File: config.mk
export PLATFORM = sky130hd
export DESIGN_NAME = amd_decoder
export DESIGN_NICKNAME = d
export VERILOG_FILES = /design/src/hw/amd_decoder.v
export VERILOG_INCLUDE_DIRS = /design/src /design/src/hw
export SDC_FILE = /design/constraint.sdc
export NUM_CORES = 1
export LEC_CHECK = 0
export BUFFER_PORTS_ARGS = -buffer_cell sky130_fd_sc_hd__buf_2
export CAP_MARGIN = 20
export CORE_UTILIZATION = 45
export DETAILED_ROUTE_END_ITERATION = 7
export PLACE_DENSITY = 0.74
export SYNTH_ARGS = -nofsm -noshare
export SYNTH_HDL_FRONTEND = slang
export SYNTH_SLANG_ARGS = --single-unit
File: constraint.sdc
create_clock -name i_mclk -period 8.7 [get_ports i_mclk]
set_input_delay 0.435 -clock i_mclk [delete_from_list [all_inputs] [get_ports i_mclk]]
set_output_delay 0.435 -clock i_mclk [all_outputs]
set_load 0.05 [all_outputs]
File: src/hw/amd_defines.vh
// constants for the operand addressing and class decoder
`ifndef AMD_DEFINES_VH
`define AMD_DEFINES_VH
// ********************************
// addressing mode codes
// ********************************
`define AMD_MODE_INH 3'h0
`define AMD_MODE_IMM 3'h1
`define AMD_MODE_DIR 3'h2
`define AMD_MODE_EXT 3'h3
`define AMD_MODE_IX 3'h4
`define AMD_MODE_IX1 3'h5
`define AMD_MODE_IX2 3'h6
`define AMD_MODE_REL 3'h7
// ********************************
// instruction class codes
// ********************************
`define AMD_CLS_NONE 3'h0
`define AMD_CLS_REGMEM 3'h1
`define AMD_CLS_RMW 3'h2
`define AMD_CLS_JUMP 3'h3
`define AMD_CLS_BRANCH 3'h4
`define AMD_CLS_BITBR 3'h5
`define AMD_CLS_BITMAN 3'h6
`define AMD_CLS_CTRL 3'h7
// ********************************
// opcode fields and fixed values
// ********************************
`define AMD_OPC_HI_MSB 7
`define AMD_OPC_HI_LSB 4
`define AMD_OPC_LO_MSB 3
`define AMD_OPC_LO_LSB 0
`define AMD_BITNUM_MSB 3
`define AMD_BITNUM_LSB 1
`define AMD_OPC_UNSIGNED_MULT 8'h42
`define AMD_OPC_BRANCH_SUB 8'hAD
`define AMD_OPC_TEST_NZ_LO 4'hD
`define AMD_OPC_JUMP_LO 4'hC
`define AMD_OPC_JUMP_SUB_LO 4'hD
`define AMD_OPC_STORE_INDEX_LO 4'hF
`define AMD_ZERO_PAGE 8'h00
`define AMD_RESET_ADDR 16'h0000
`define AMD_RESET_BYTE 8'h00
`define AMD_RESET_MODE 3'h0
`define AMD_RESET_CLS 3'h0
`endif

File: src/hw/amd_decoder.v
// operand address generation and instruction class decoder for an 8-bit core
`timescale 1ns/1ps
`include "amd_defines.vh"

// Behaviour
// RL1: two-byte 8-bit offset indexed: address is index plus offset byte, up to 01FE.
// RL2: three-byte 16-bit offset indexed: index plus two-byte offset reaches all memory.
// RL3: first offset byte after opcode is high half, second is low half.
// RL4: taken branch loads pc plus signed offset, else next instruction.
// RL5: branch offset is 8-bit two's complement, forward and backward.
// RL6: relative mode only for branches, branch-to-subroutine and bit test-and-branch.
// RL7: conditions on carry, zero, half-carry, negative, mask, irq pin, always, never.
// RL8: multiply puts product high byte in index, low byte in accumulator.
// RL9: register/memory takes register plus memory by imm, dir, ext or indexed modes.
// RL10: read-modify-write reads, modifies, writes back; test skips the write.
// RL11: read-modify-write only inherent, direct, no-offset and 8-bit offset indexed.
// RL12: 16-bit offset indexed only for load, store, arithmetic, logic, compare, jumps.
// RL13: jump and jump-to-subroutine use dir, ext or any indexed mode, no register.
// RL14: bit test-and-branch is three bytes: opcode, direct address, signed offset.
// RL15: bit number and wanted state come from the opcode itself.
// RL16: bit test reaches the lowest page; branch spans -128 to +127.
// RL17: tested bit is always copied into the carry flag.
// RL18: direct mode uses the operand byte as low address, high byte zero.
// RL19: no-offset indexed uses index as low byte, zero high byte.
// RL20: extended takes first byte high, second byte low.
// RL21: offset is sign-extended and added to the address after the branch.
// RL22: 16-bit indexed sum drops any carry out of bit 15.
module amd_decoder (
  // clock, reset, enable
  input wire i_mclk,
  input wire i_rst,
  input wire i_ce,
  // request from the sequencer
  input wire i_dec_valid,
  input wire [7:0] i_opcode,
  input wire [7:0] i_opnd1,
  input wire [7:0] i_opnd2,
  input wire [15:0] i_pc,
  input wire [7:0] i_acc,
  input wire [7:0] i_idx,
  input wire [7:0] i_mem_data,
  // condition code flags
  input wire i_flag_h,
  input wire i_flag_i,
  input wire i_flag_n,
  input wire i_flag_z,
  input wire i_flag_c,
  // external interrupt pin, asynchronous
  input wire i_irq_pin,
  // decoded answer
  output reg o_dec_valid,
  output reg [2:0] o_mode,
  output reg [2:0] o_class,
  output reg o_illegal,
  output reg [15:0] o_eff_addr,
  output reg [1:0] o_inst_len,
  output reg o_mem_read,
  output reg o_mem_write,
  output reg [15:0] o_next_pc,
  output reg o_branch_taken,
  output reg o_carry_load,
  output reg o_carry_val,
  output reg o_mul_valid,
  output reg [7:0] o_mul_acc,
  output reg [7:0] o_mul_idx
);

  // ********************************
  // pin synchroniser
  // ********************************
  reg irq_meta;
  reg irq_sync;

  // two stages before the branch logic may look at the pin
  // both stages reset to the idle high level, so no false low follows reset
  always @(posedge i_mclk) begin
    if (i_rst) begin
      irq_meta <= 1'b1;
      irq_sync <= 1'b1;
    end else if (i_ce) begin
      irq_meta <= i_irq_pin;
      irq_sync <= irq_meta;
    end
  end

  // ********************************
  // combinational decode
  // ********************************
  wire [3:0] opc_hi = i_opcode[`AMD_OPC_HI_MSB:`AMD_OPC_HI_LSB];
  wire [3:0] opc_lo = i_opcode[`AMD_OPC_LO_MSB:`AMD_OPC_LO_LSB];
  wire [2:0] bit_num = i_opcode[`AMD_BITNUM_MSB:`AMD_BITNUM_LSB];
  wire [15:0] offset16 = {i_opnd1, i_opnd2}; // [RL3]
  wire [15:0] rel_se = {{8{i_opnd1[7]}}, i_opnd1};
  wire [15:0] rel3_se = {{8{i_opnd2[7]}}, i_opnd2};
  wire [15:0] mul_prod = {8'h00, i_acc} * {8'h00, i_idx}; // widened so the high byte survives
  wire tested_bit = i_mem_data[bit_num]; // [RL15]

  reg [2:0] next_mode;
  reg [2:0] next_class;
  reg next_illegal;
  reg [15:0] next_addr;
  reg [1:0] next_len;
  reg next_rd;
  reg next_wr;
  reg cond;
  reg [15:0] seq_pc;
  reg [15:0] tgt_pc;
  reg next_taken;
  reg next_cload;
  reg next_mul;

  // mode and class from the opcode row, bus read and write by opcode
  always @* begin
    next_mode = `AMD_MODE_INH;
    next_class = `AMD_CLS_NONE;
    next_illegal = 1'b0;
    next_rd = 1'b0;
    next_wr = 1'b0;
    next_mul = 1'b0;
    next_cload = 1'b0;
    case (opc_hi)
      4'h0: begin
        next_mode = `AMD_MODE_REL; // [RL6]
        next_class = `AMD_CLS_BITBR; // [RL14]
        next_rd = 1'b1;
        next_cload = 1'b1; // [RL17]
      end
      4'h1: begin
        next_mode = `AMD_MODE_DIR;
        next_class = `AMD_CLS_BITMAN;
        next_rd = 1'b1;
        next_wr = 1'b1;
      end
      4'h2: begin
        next_mode = `AMD_MODE_REL; // [RL6]
        next_class = `AMD_CLS_BRANCH;
      end
      // rmw rows: no extended or 16-bit indexed forms exist here [RL11]
      4'h3, 4'h4, 4'h5, 4'h6, 4'h7: begin
        next_class = `AMD_CLS_RMW;
        // multiply sits in an inherent row but works on registers only
        if (i_opcode == `AMD_OPC_UNSIGNED_MULT) begin
          next_class = `AMD_CLS_REGMEM;
          next_mul = 1'b1; // [RL8]
        end
        if (opc_hi == 4'h3) next_mode = `AMD_MODE_DIR;
        else if (opc_hi == 4'h6) next_mode = `AMD_MODE_IX1;
        else if (opc_hi == 4'h7) next_mode = `AMD_MODE_IX;
        else next_mode = `AMD_MODE_INH;
        // inherent rows act on a register and ask for no bus cycle
        next_rd = (opc_hi == 4'h3) || (opc_hi == 4'h6) || (opc_hi == 4'h7);
        next_wr = next_rd && (opc_lo != `AMD_OPC_TEST_NZ_LO); // [RL10]
      end
      4'h8, 4'h9: begin
        next_class = `AMD_CLS_CTRL;
        next_mode = `AMD_MODE_INH;
      end
      // register/memory and jump rows [RL9] [RL12] [RL13]
      default: begin
        if (opc_hi == 4'hA) next_mode = `AMD_MODE_IMM;
        else if (opc_hi == 4'hB) next_mode = `AMD_MODE_DIR;
        else if (opc_hi == 4'hC) next_mode = `AMD_MODE_EXT;
        else if (opc_hi == 4'hD) next_mode = `AMD_MODE_IX2;
        else if (opc_hi == 4'hE) next_mode = `AMD_MODE_IX1;
        else next_mode = `AMD_MODE_IX;
        if (i_opcode == `AMD_OPC_BRANCH_SUB) begin
          next_mode = `AMD_MODE_REL; // [RL6]
          next_class = `AMD_CLS_BRANCH;
        end else if (opc_lo == `AMD_OPC_JUMP_LO || opc_lo == `AMD_OPC_JUMP_SUB_LO) begin
          next_class = `AMD_CLS_JUMP; // [RL13]
          // an immediate jump has no address to go to, so it is flagged
          next_illegal = (opc_hi == 4'hA);
        end else begin
          next_class = `AMD_CLS_REGMEM;
          next_rd = (opc_hi != 4'hA) && (opc_lo != 4'h7) && (opc_lo != `AMD_OPC_STORE_INDEX_LO);
          next_wr = (opc_hi != 4'hA) && ((opc_lo == 4'h7) || (opc_lo == `AMD_OPC_STORE_INDEX_LO));
          next_illegal = (opc_hi == 4'hA) && ((opc_lo == 4'h7) || (opc_lo == `AMD_OPC_STORE_INDEX_LO));
        end
      end
    endcase
  end

  // effective address and length by mode
  always @* begin
    next_addr = `AMD_RESET_ADDR;
    next_len = 2'd1;
    case (next_mode)
      `AMD_MODE_IMM: next_len = 2'd2;
      `AMD_MODE_DIR: begin
        next_addr = {`AMD_ZERO_PAGE, i_opnd1}; // [RL18] [RL16]
        next_len = 2'd2;
      end
      `AMD_MODE_EXT: begin
        next_addr = {i_opnd1, i_opnd2}; // [RL20]
        next_len = 2'd3;
      end
      `AMD_MODE_IX: next_addr = {`AMD_ZERO_PAGE, i_idx}; // [RL19]
      `AMD_MODE_IX1: begin
        next_addr = {8'h00, i_idx} + {8'h00, i_opnd1}; // [RL1]
        next_len = 2'd2;
      end
      `AMD_MODE_IX2: begin
        next_addr = offset16 + {8'h00, i_idx}; // 16-bit target drops carry [RL2] [RL22]
        next_len = 2'd3;
      end
      `AMD_MODE_REL: begin
        if (next_class == `AMD_CLS_BITBR) begin
          next_addr = {`AMD_ZERO_PAGE, i_opnd1}; // [RL14] [RL16]
          next_len = 2'd3;
        end else begin
          next_len = 2'd2;
        end
      end
      // inherent and unknown forms: zero address, one byte, nothing fetched
      default: next_len = 2'd1;
    endcase
  end

  // branch condition from row 2 low nibble, bit test from opcode bit 0
  always @* begin
    cond = 1'b0;
    if (next_class == `AMD_CLS_BITBR) begin
      cond = i_opcode[0] ? ~tested_bit : tested_bit; // [RL15]
    end else if (i_opcode == `AMD_OPC_BRANCH_SUB) begin
      cond = 1'b1; // [RL7]
    end else if (next_class == `AMD_CLS_BRANCH) begin
      case (opc_lo[3:1]) // [RL7]
        3'h0: cond = 1'b1;
        3'h1: cond = ~(i_flag_c | i_flag_z);
        3'h2: cond = ~i_flag_c;
        3'h3: cond = ~i_flag_z;
        3'h4: cond = ~i_flag_h;
        3'h5: cond = ~i_flag_n;
        3'h6: cond = ~i_flag_i;
        // code E branches on a low pin, code F on a high pin
        default: cond = ~irq_sync;
      endcase
      if (opc_lo[0]) cond = ~cond; // odd codes invert: never, set, equal, high pin
    end
  end

  // next pc: sequential, branch target relative to the following instruction, or jump address
  // both adders wrap at 16 bits, the width of the address bus
  always @* begin
    seq_pc = i_pc + {14'h0000, next_len};
    tgt_pc = seq_pc + ((next_class == `AMD_CLS_BITBR) ? rel3_se : rel_se); // [RL5] [RL21]
    next_taken = (next_mode == `AMD_MODE_REL) && cond;
    if (next_class == `AMD_CLS_JUMP) begin
      next_taken = 1'b1;
      tgt_pc = next_addr; // [RL13]
    end
  end

  // ********************************
  // registered answer, one cycle after request
  // ********************************
  // data outputs hold between requests so the sequencer may read them late;
  // pulses fall on an idle cycle so one request never acts twice
  always @(posedge i_mclk) begin
    if (i_rst) begin
      o_dec_valid <= 1'b0;
      o_mode <= `AMD_RESET_MODE;
      o_class <= `AMD_RESET_CLS;
      o_illegal <= 1'b0;
      o_eff_addr <= `AMD_RESET_ADDR;
      o_inst_len <= 2'd0;
      o_mem_read <= 1'b0;
      o_mem_write <= 1'b0;
      o_next_pc <= `AMD_RESET_ADDR;
      o_branch_taken <= 1'b0;
      o_carry_load <= 1'b0;
      o_carry_val <= 1'b0;
      o_mul_valid <= 1'b0;
      o_mul_acc <= `AMD_RESET_BYTE;
      o_mul_idx <= `AMD_RESET_BYTE;
    end else if (i_ce) begin
      o_dec_valid <= i_dec_valid;
      if (i_dec_valid) begin
        o_mode <= next_mode;
        o_class <= next_class;
        o_illegal <= next_illegal;
        o_eff_addr <= next_addr;
        o_inst_len <= next_len;
        o_mem_read <= next_rd;
        o_mem_write <= next_wr; // [RL10]
        o_next_pc <= next_taken ? tgt_pc : seq_pc; // [RL4]
        o_branch_taken <= next_taken;
        o_carry_load <= next_cload; // [RL17]
        o_carry_val <= tested_bit; // [RL17]
        o_mul_valid <= next_mul;
        o_mul_idx <= mul_prod[15:8]; // [RL8]
        o_mul_acc <= mul_prod[7:0]; // [RL8]
      end else begin
        o_mem_read <= 1'b0;
        o_mem_write <= 1'b0;
        o_carry_load <= 1'b0;
        o_mul_valid <= 1'b0;
        o_branch_taken <= 1'b0;
      end
    end
  end

endmodule

After elaboration in Yosys (flattened, before gate mapping)
Index checks and enable logic that the tools add are counted.

Flip-flop bits (word level): 66. Output and inout port bits: 64. Word-level logic and storage cells: 145. Input bits: 74.

$mul: 1. Bitwise gates (word level): 10. $lt $le $gt $ge: 1. Reduce and logical (&&, ||, !) cells: 22. $add $sub $neg: 4. Equal/unequal tests: 40. Muxes and demuxes: 50.

Operators with widths (number): case mux 16 bit (6 select lines) (1); two-way mux 16 bit (3); == test 4 bit (second input constant) (10); == test 3 bit (second input constant) (9); two-way mux 1 bit (27); two-way mux 3 bit (8); == test 4 x 3 -> 1 bit (second input constant) (5); adder 16 bit (1); adder 16 x 2 -> 16 bit (1); adder 16 x 8 -> 16 bit (1); multiplier 8 x 8 -> 16 bit (1); == test 3 x 2 -> 1 bit (second input constant) (5); case mux 3 bit (5 select lines) (1); != test 4 bit (second input constant) (3); case mux 3 bit (4 select lines) (1); OR reduction 10 bit (1); adder 8 x 8 -> 9 bit (1); inverter 1 bit (9); == test 4 x 2 -> 1 bit (second input constant) (2); == test 8 x 7 -> 1 bit (second input constant) (1); == test 8 bit (second input constant) (1); two-way mux 8 bit (1); OR reduction 2 bit (4); case mux 1 bit (7 select lines) (1); 17 further kinds (30).

Longest topological paths before layout
Gate-level depths: netlist of run 1.

Word-level depth: 17. Depth in mapped cells: 21. Gate-level depth less buffers: 18.

Least setup slack after synthesis of run 1
OpenSTA, ideal clock, no wires.

Path kind: in2reg. Start point: in i_acc[5]. End point: reg o_mul_idx[7]. Slack: 4.073 ns. Library setup time: 0.086 ns. Data arrival time: 4.542 ns. Path buffers: 1. Cell stages on the path: 15. Required time: 8.614 ns. Path through: clkbuf_1 nand2_1 fa_1 fa_1 inv_1 fa_1 fa_1 ha_1 o21ai_0 a21oi_1 o211ai_1 a21oi_1 a2111oi_0 a2111oi_0 a211oi_1.

Longest elaborated chain between the ends: 1.

Ends and longest elaborated chain: start: declaration (line amd_decoder.v:39) `input wire [7:0] i_acc,`; multiplier 8 x 8 -> 16 bit (line amd_decoder.v:95) `wire [15:0] mul_prod = {8'h00, i_acc} * {8'h00, i_idx};`; end signal: assignment (line amd_decoder.v:275) `` o_mul_idx <= `AMD_RESET_BYTE; ``; end signal: assignment (line amd_decoder.v:291) `o_mul_idx <= mul_prod[15:8];`; end: declaration (line amd_decoder.v:65) `output reg [7:0] o_mul_idx`.

Every way passes these cells. A chain may end at the register's enable or synchronous reset.

Worst setup path in the final report of run 1
Start point: in i_idx[4]. End point: reg o_mul_idx[7].

Longest elaborated chain between the ends: 1.

Ends and longest elaborated chain: start: declaration (line amd_decoder.v:40) `input wire [7:0] i_idx,`; multiplier 8 x 8 -> 16 bit (line amd_decoder.v:95).

Every way passes these cells.

==> metrics.txt, run 1 <==
commonest non-fill, non-tap cells in the layout=buf_2, nand2_1, nor2_1; largest net degree at the start of global routing=58; ys async rst share=0; post-route cell area=8294 sq um; kind of cell adding the most delay to the critical path=adder cells; GR peak layer=met2; hold buffer count at cts=0; CP max stage delay=0.76 ns; Avg Inst Size Synth=8.019 sq um; crit path launch type=primary input; Starting DRT DRC Count=478; PortBufs=137; P per Cell Area=172.3 nW/um^2; skew final=0.006690 ns; Slew Limit Fails=0; RD Place Congestion=0.9885; Worst Path Buf+Inv=3; Nets=1,187; clock transition at the registers of the reported paths=0.06 ns; min Tclk post-route=4.743 ns; min-delay src=i_irq_pin; clk sink count=66; hpwl dp=16,750 um; antenna violations before repair=1; Post-synth EDFFs=0; via-per-instance ratio=5.856; Setup-failing EPs final=0; final hold vios=0; # Post-CTS Setup Buffers=0; Max Fclk=210.8 MHz; core footprint=15,430 sq um; yosys warns=0; maxcap violations=0; # DRC=0; cell mode on critical path=fa_1; total CTS buffers=9; die width=128.5 um; Post-Route WL=21,670 um; GR Layer Usage met3=0.04532; row cnt=45; critical-path cell list=buf_2, and2_1, fa_1, fa_1, inv_1, fa_1, fa_1, inv_1, ha_1, o21ai_0, a21oi_1, o211ai_1, a21oi_1, a2111oi_0, a2111oi_0, a211oi_1; Util after Layout=0.5376; vias in the first global route=6,877; gr usage total=0.2687; Main synth FF type=dfxtp_1; Crit Path Class=in2reg; Die H=128.5 um; status=completed; Rel. slew slack=0.4089; Worst Setup SP=i_idx[4]; CTS tree=built; GR Overflow Total=0; Clock Tree Buf Depth=2; Global Route met2 Usage=0.4645; via count=7,144; average routed wire per standard cell=17.76 um; WHS=0.3269 ns; drt pass-1 iters=5; crit path max fanout=11; Hold WC Path Type=in2reg; H-tree levels=3; RSZ-0062 raised after global routing=false; FF/Latch Area=1321 sq um; met1 Use GR=0.3312; clk root buf=clkbuf_16; maximum vdd drop=0.1142 mV; ant diodes=0; Fillers=1,502; area grow syn2layout=15.19%; Cells after Synth=898; Post-DP Area=8001 sq um; setup total negative slack=0 ns; Clock Latency Late Sink=0.33 ns; most common cell after layout, fill and taps aside=buf_2; footprint of the multi-input gates=5487 sq um; slowest stage cell, crit path=a2111oi_0; ANT nets after route=0; Worst-Margin Slew=0.8643 ns; post-CTS resize count=0; total die area=16,510 sq um; Unique masters post-synth=69; crit path DAT=4.99 ns; post-synth net total=1,081; post-synthesis cell area=7201 sq um; share of layout cells above drive strength 1=0.1794; first-pass GRT wire length=34,820 um; LEAKAGE=3.791 nW; Crit. End Element=flip-flop; worst r2r src=irq_sync; CP required=8.95 ns; post-synthesis sequential area ratio=0.1835; FF+latch count, synth=66; Starting Density=0.4667; Final period util=0.5452; Ports=138
[synthesized netlist by cell type (all sizes together) (8+ instances only)]
library cell | n | area, sq um
nand4 | 8 | 50.05
o211ai | 8 | 60.06
mux2i | 8 | 80.08
nand3 | 18 | 90.09
a22oi | 9 | 67.56
nor3 | 19 | 95.09
mux2 | 10 | 112.6
buf | 11 | 61.30
inv | 54 | 202.7
a211oi | 31 | 232.7
ha | 69 | 863.3
and2 | 39 | 244.0
xor2 | 13 | 113.9
fa | 40 | 800.8
dfxtp | 66 | 1321
nor2 | 75 | 281.5
a21oi | 73 | 369.1
clkbuf | 36 | 135.1
nand2b | 14 | 87.58
and3 | 13 | 81.33
xnor2 | 31 | 271.5
nor2b | 8 | 50.05
nand2 | 95 | 356.6
o21ai | 36 | 180.2
a21o | 15 | 112.6
[per-stage QoR]
| step | setup slack [ns] | power (mW) | cells |
|---|---|---|---|
| detailed placement | 3.626 | 1.077 | 1204 |
| global route | 3.716 | 1.537 | 1220 |
| global placement | 3.704 | 1.070 | 1204 |
| floorplan | 4.073 | 0.9013 | 898 |
| CTS | 3.969 | 1.432 | 1220 |
| finish | 3.957 | 1.429 | 1220 |
[worst min-delay path, stage by stage]
cell and delay, ns:
buf_2 0.07, mux2i_1 0.06, nand2_1 0.06
[state kept, by name (all words and copies together), names as in the netlist]
register	count
o_carry_val	1
o_illegal	1
o_dec_valid	1
o_eff_addr	16
o_carry_load	1
irq_sync	1
o_mul_acc	8
o_mode	3
o_class	3
o_mem_read	1
o_mul_valid	1
o_mul_idx	8
irq_meta	1
o_next_pc	16
o_branch_taken	1
o_inst_len	2
o_mem_write	1
[power breakdown]
| group | leakage (nW) | internal [mW] | switching (mW) |
|---|---|---|---|
| logic | 3.12 | 0.277 | 0.454 |
| clock network | 0.134 | 0.216 | 0.136 |
| registers | 0.540 | 0.329 | 0.0169 |
[layer usage]
layer  up-vias  wire [um]
li1       3421          -
met1      3387       8937
met2       282      10310
met3        52       1567
met4         2        838
met5         -         14
[cell families after synthesis]
logic type,share of synthesized area
flip-flops,0.1835
AND/OR/NAND/NOR,0.2096
AO/OA/AOI/OAI,0.2269
adder cells (fa/ha/maj),0.2311
multiplexers,0.03614
buffers and inverters,0.05595
XOR/XNOR,0.05682
[cell type report]
type | instances | share of cell area
Multi-Input combinational cell | 730 | 0.6615
Timing Repair Buffer | 142 | 0.08719
Clock buffer | 13 | 0.03258
Clock inverter | 3 | 0.002715
Inverter | 55 | 0.02489
Tap cell | 211 | 0.03183
Sequential cell | 66 | 0.1593
[final timing paths]
kind	end	slack (ns)	cells past startpoint
setup / recovery	o_mul_idx[7]	3.96	16
hold / removal	irq_meta	0.33	3
setup reg to reg	o_next_pc[0]	6.51	8
hold reg to reg	o_mul_acc[0]	0.45	2
Power figures use the tool's default switching activity.
==> run 2: changes to the inputs <==
Clock period 8.7 ns to 4.7 ns, I/O delays scaled along.
==> metrics.txt, run 2 (synthesis gave the netlist of run 1 again) <==
# DRC=0; vias in the first global route=6,886; Ports=138; Slew Limit Fails=0; via count=7,147; Crit. End Element=flip-flop; Clock Latency Late Sink=0.33 ns; biggest regs=o_eff_addr: 16 flops, o_next_pc: 16 flops; first-pass GRT wire length=35,110 um; core footprint=15,430 sq um; Fillers=1,487; commonest non-fill, non-tap cells in the layout=buf_2, nand2_1, nor2_1; RSZ-0062 raised after global routing=false; Util after Layout=0.5399; P per Cell Area=313.5 nW/um^2; post-CTS resize count=0; CP required=4.94 ns; Max Fclk=233.3 MHz; Worst-Margin Slew=0.9236 ns; total die area=16,510 sq um; clk sink count=66; Rel. slew slack=0.3795; Final WS setup=0.4139 ns; largest net degree at the start of global routing=58; Setup-failing EPs final=0; die width=128.5 um; crit path max fanout=10; Setup Slack @ Placement=0.1825 ns; Starting Density=0.4667; status=completed; Crit Path Class=in2reg; row cnt=45; clock transition at the registers of the reported paths=0.05 ns; Hold WC Path Type=in2reg; area grow syn2layout=15.67%; crit path launch type=primary input; skew final=0.007673 ns; RD Place Congestion=0.9714; Post-Route WL=21,790 um; Final period util=0.9119; average routed wire per standard cell=17.76 um; hpwl dp=17,150 um; final hold vios=0; ant diodes=0; maximum vdd drop=0.1994 mV; most common cell after layout, fill and taps aside=buf_2; antenna violations before repair=3; H-tree levels=3; crit path DAT=4.53 ns; gr usage total=0.2732; drt pass-1 iters=5; via-per-instance ratio=5.825; GR Overflow Total=0; maxcap violations=0; PortBufs=137; # Post-CTS Setup Buffers=0; min Tclk post-route=4.286 ns; CTS tree=built; Nets=1,196; LEAKAGE=3.827 nW; share of layout cells above drive strength 1=0.1850; hold buffer count at cts=0; Clock Tree Buf Depth=2; Die H=128.5 um; total CTS buffers=9; clk root buf=clkbuf_16; ANT nets after route=0; Starting DRT DRC Count=546; setup total negative slack=0 ns
[run 2: cell count changes in the layout (fill, tap and decap cells not counted)]
cell        delta
buf_4          +9
clkbuf_8       -2
clkinv_2       +2
clkinvlp_4     -2
[run 2: worst max-delay path, cell delays in order]
cell and delay (ns):
buf_2 0.18, and4b_1 0.27, o21ai_0 0.16, a21oi_1 0.09, nor2_1 0.15, o21ai_0 0.29
fa_1 0.59, and2_1 0.24, xor2_1 0.25, ha_1 0.34, a2111oi_0 0.46, o21ai_1 0.17
a41o_1 0.30, o21ai_1 0.19, o21ai_0 0.15, xor3_1 0.20, a211oi_1 0.25
[run 2: worst paths after layout]
check	startpoint	to	slack [ns]	cells after the start
hold reg to reg	o_mul_acc[3]	o_mul_acc[3]	0.45	2
hold / removal	i_irq_pin	irq_meta	0.12	3
setup / recovery	i_opcode[1]	o_next_pc[15]	0.41	17
setup reg to reg	irq_sync	o_next_pc[1]	2.29	7
[run 2: metrics by stage]
stage	power [mW]	hold WS (ns)	area [sq um]	instances
2_1_floorplan	1.668	0.3634	7201	898
3_3_place_gp	1.992	0.4358	8069	1213
3_5_place_dp	2.011	0.4426	8069	1213
4_1_cts	2.620	0.1215	8329	1227
5_1_grt	2.815	0.1272	8329	1227
6_report	2.612	0.1218	8329	1227
[run 2: final cells by class]
cell class | count | area, sq um | area share
multi-input combinational | 730 | 5487 | 0.6587
sequential | 66 | 1321 | 0.1586
timing repair buffer | 151 | 790.8 | 0.09494
tap | 211 | 264.0 | 0.03170
clock buffer | 11 | 242.7 | 0.02914
inverter | 55 | 206.4 | 0.02479
clock inverter | 3 | 17.52 | 0.002103
[run 2: metal layers]
metal,part of all wire,vias to the layer above,track usage
li1,-,3437,-
met1,0.41,3397,0.3345
met2,0.48,252,0.4680
met3,0.070,57,0.05696
met4,0.038,4,0.1093
met5,0.0014,-,0
[run 2: where the power goes]
part	total, mW	internal, mW	switching (mW)
Sequential	0.636	0.608	0.0274
Clock	0.605	0.363	0.242
Combinational	1.37	0.525	0.846
==> run 3: changes to the inputs <==
Settings changed: ABC_AREA set to 1, PLACE_DENSITY 0.74 to 0.73.
==> metrics.txt, run 3 <==
status=completed; Rel. slew slack=0.3215; NetSw=1.274 mW; min-delay src=i_irq_pin; post-synthesis compound-gate area fraction=0.1303; post-synth net total=1,445; R2R Setup Slk=2.79 ns; P per Cell Area=312.5 nW/um^2; via-per-instance ratio=5.241; Nets=1,551; combinational share of power=0.506; total die area=18,210 sq um; CP required=4.95 ns; Starting DRT DRC Count=623; Slew Limit Fails=0; Final period util=0.8265; post-synthesis adder-cell area fraction=0.2093; post-synthesis sequential area ratio=0.1661; r2r worst-path depth=16; share of layout cells above drive strength 1=0.1420; Die H=134.9 um; WHS=0.09814 ns; GR Layer Usage met3=0.05293; min Tclk post-route=3.884 ns; cell mode on critical path=nand2_1; PortBufs=137; Post-Route WL=24,440 um; clk sink count=66; core footprint=17,300 sq um; drt pass-1 iters=5; Reg2Reg Capture Point=o_next_pc[15]; H-tree levels=3; Setup-failing EPs final=0; mux cell area share after synthesis=0; post-synthesis cell area=7953 sq um; ys async rst share=0; vias in the first global route=8,042; crit path DAT=4.14 ns; met1 Use GR=0.3606; row cnt=48; Worst-Margin Slew=1.015 ns; Cells after Synth=1,262; RD Place Congestion=0.9591; clock transition at the registers of the reported paths=0.06 ns; GR peak layer=met2; # DRC=0; Post-synth EDFFs=0; Avg Inst Size Synth=6.302 sq um; Seq pwr share=0.221; top-count cell post-synth=nand2_1; Hold WC Path Type=in2reg; crit path max fanout=7; skew final=0.003644 ns; post-CTS resize count=0; Clock Tree Buf Depth=2; XOR/XNOR share of the synthesized area=0.03744; slowest stage cell, crit path=ha_1; Worst Setup SP=i_opcode[4]; average routed wire per standard cell=15.28 um; gr usage total=0.2775; Main synth FF type=dfxtp_1; clk root buf=clkbuf_16; Crit Path Class=in2reg; CTS tree=built; biggest regs=o_eff_addr: 16 flops, o_next_pc: 16 flops; most common cell after layout, fill and taps aside=nand2_1; antenna violations before repair=1; Ports=138; total CTS buffers=9; clock power share=0.273; kind of cell adding the most delay to the critical path=simple AND/OR/NAND/NOR gates; cell taking the most area after synthesis=dfxtp_1; GR Overflow Total=0; RSZ-0062 raised after global routing=false; Worst Path Buf+Inv=5; Starting Density=0.4598; maximum vdd drop=0.2147 mV; Crit. End Element=flip-flop; setup total negative slack=0 ns; CP max stage delay=0.33 ns; hold buffer count at cts=0; Synth top area share=0.1661; FF+latch count, synth=66; crit path launch type=primary input; hpwl dp=19,270 um; LEAKAGE=5.200 nW; die width=134.9 um; simple-gate area share of the yosys netlist=0.3306; largest family of logic cells by synthesized area=simple AND/OR/NAND/NOR gates; # Post-CTS Setup Buffers=0; first-pass GRT wire length=39,810 um; largest cells by area after synthesis=dfxtp_1, nand2_1, ha_1, fa_1, inv_1; Clock Latency Late Sink=0.35 ns; worst r2r src=irq_sync; top cells by count, synth=nand2_1, inv_1, nor2_1; Unique masters post-synth=44; commonest non-fill, non-tap cells in the layout=nand2_1, inv_1, buf_2; internal power=1.564 mW; ANT nets after route=0; Switching Fraction=0.4490; Global Route met2 Usage=0.4527; final hold vios=0; maxcap violations=0; largest net degree at the start of global routing=50; area grow syn2layout=14.18%; yosys warns=0; Max Fclk=257.4 MHz; via count=8,381; worst hold stages=3; hold path endpoint=irq_meta
## run 3: cell count changes after synthesis, sizes merged, moves of 14 or more
cell    previous run  this run
xnor2             31        14
inv               54       211
nand4              8        25
a211oi            31         1
o21ai             36        78
nand3             18        96
and2              39         0
nand2b            14         0
nand2             95       350
nor2              75       125
## run 3: power by group through the flow
stage / Sequential (mW) / Combinational (mW) / Clock [mW]
after floorplan: 0.786 / 0.928 / 0
after global placement: 0.640 / 1.39 / 0
after detailed placement: 0.640 / 1.42 / 0
after CTS: 0.628 / 1.43 / 0.779
after global routing: 0.633 / 1.62 / 0.798
final: 0.628 / 1.44 / 0.774
## run 3: how the worst max path moves through the flow
stage | endpoint | slack, ns | depth (start not counted)
global placement | o_next_pc[15] | 0.50 | 31
CTS | o_next_pc[15] | 0.80 | 31
finish | o_next_pc[15] | 0.82 | 31
global route | o_next_pc[15] | 0.35 | 31
detailed placement | o_mul_idx[5] | 0.46 | 19
floorplan | o_mul_idx[5] | 0.70 | 19
## run 3: per-stage QoR
stage | std cells | area [sq um] | util | total power, mW | setup WS, ns
3_3_place_gp | 1582 | 8752 | 0.5060 | 2.034 | 0.5003
2_1_floorplan | 1262 | 7953 | - | 1.714 | 0.7005
4_1_cts | 1598 | 9077 | 0.5248 | 2.835 | 0.8039
6_report | 1599 | 9080 | 0.5250 | 2.838 | 0.8155
3_5_place_dp | 1582 | 8752 | 0.5060 | 2.058 | 0.4564
5_1_grt | 1599 | 9080 | 0.5250 | 3.046 | 0.3502
## run 3: area by class of cell
| class | count | area [sq um] |
|---|---|---|
| well taps | 225 | 281.5 |
| fillers | 1834 | 8217 |
| multi-input cells | 936 | 5627 |
| clock buffers | 9 | 225.2 |
| diodes | 1 | 2.502 |
| clock inverters | 7 | 100.1 |
| flip-flops and latches | 66 | 1321 |
| inverters | 213 | 799.5 |
| repair buffers | 142 | 723.2 |
## run 3: kinds of logic after synthesis
family | count (synthesis)
compound gates | 179
xor+xnor | 34
flops | 66
simple gates | 614
buf+inv | 260
fa+ha+maj | 109
## run 3: metal layers
| metal | wire (um) | part of all wire |
|---|---|---|
| met5 | 0 | 0 |
| met3 | 1684 | 0.069 |
| met1 | 11080 | 0.45 |
| met4 | 770 | 0.032 |
| met2 | 10900 | 0.45 |
## run 3: worst reg2reg max path: stages (launching register included)
cell and delay, ns:
dfxtp_1 0.32, nand3_1 0.06, nand2_1 0.05, nor2_1 0.12, nand2_1 0.08, nand2_1 0.06, nand2_1 0.05, nand2_1 0.10
nand3_2 0.09, nand2_4 0.11, nand2_4 0.19, nand2_2 0.21, nand2_1 0.15, nand2_1 0.10, nand2_1 0.05, nand2_1 0.05
inv_1 0.03
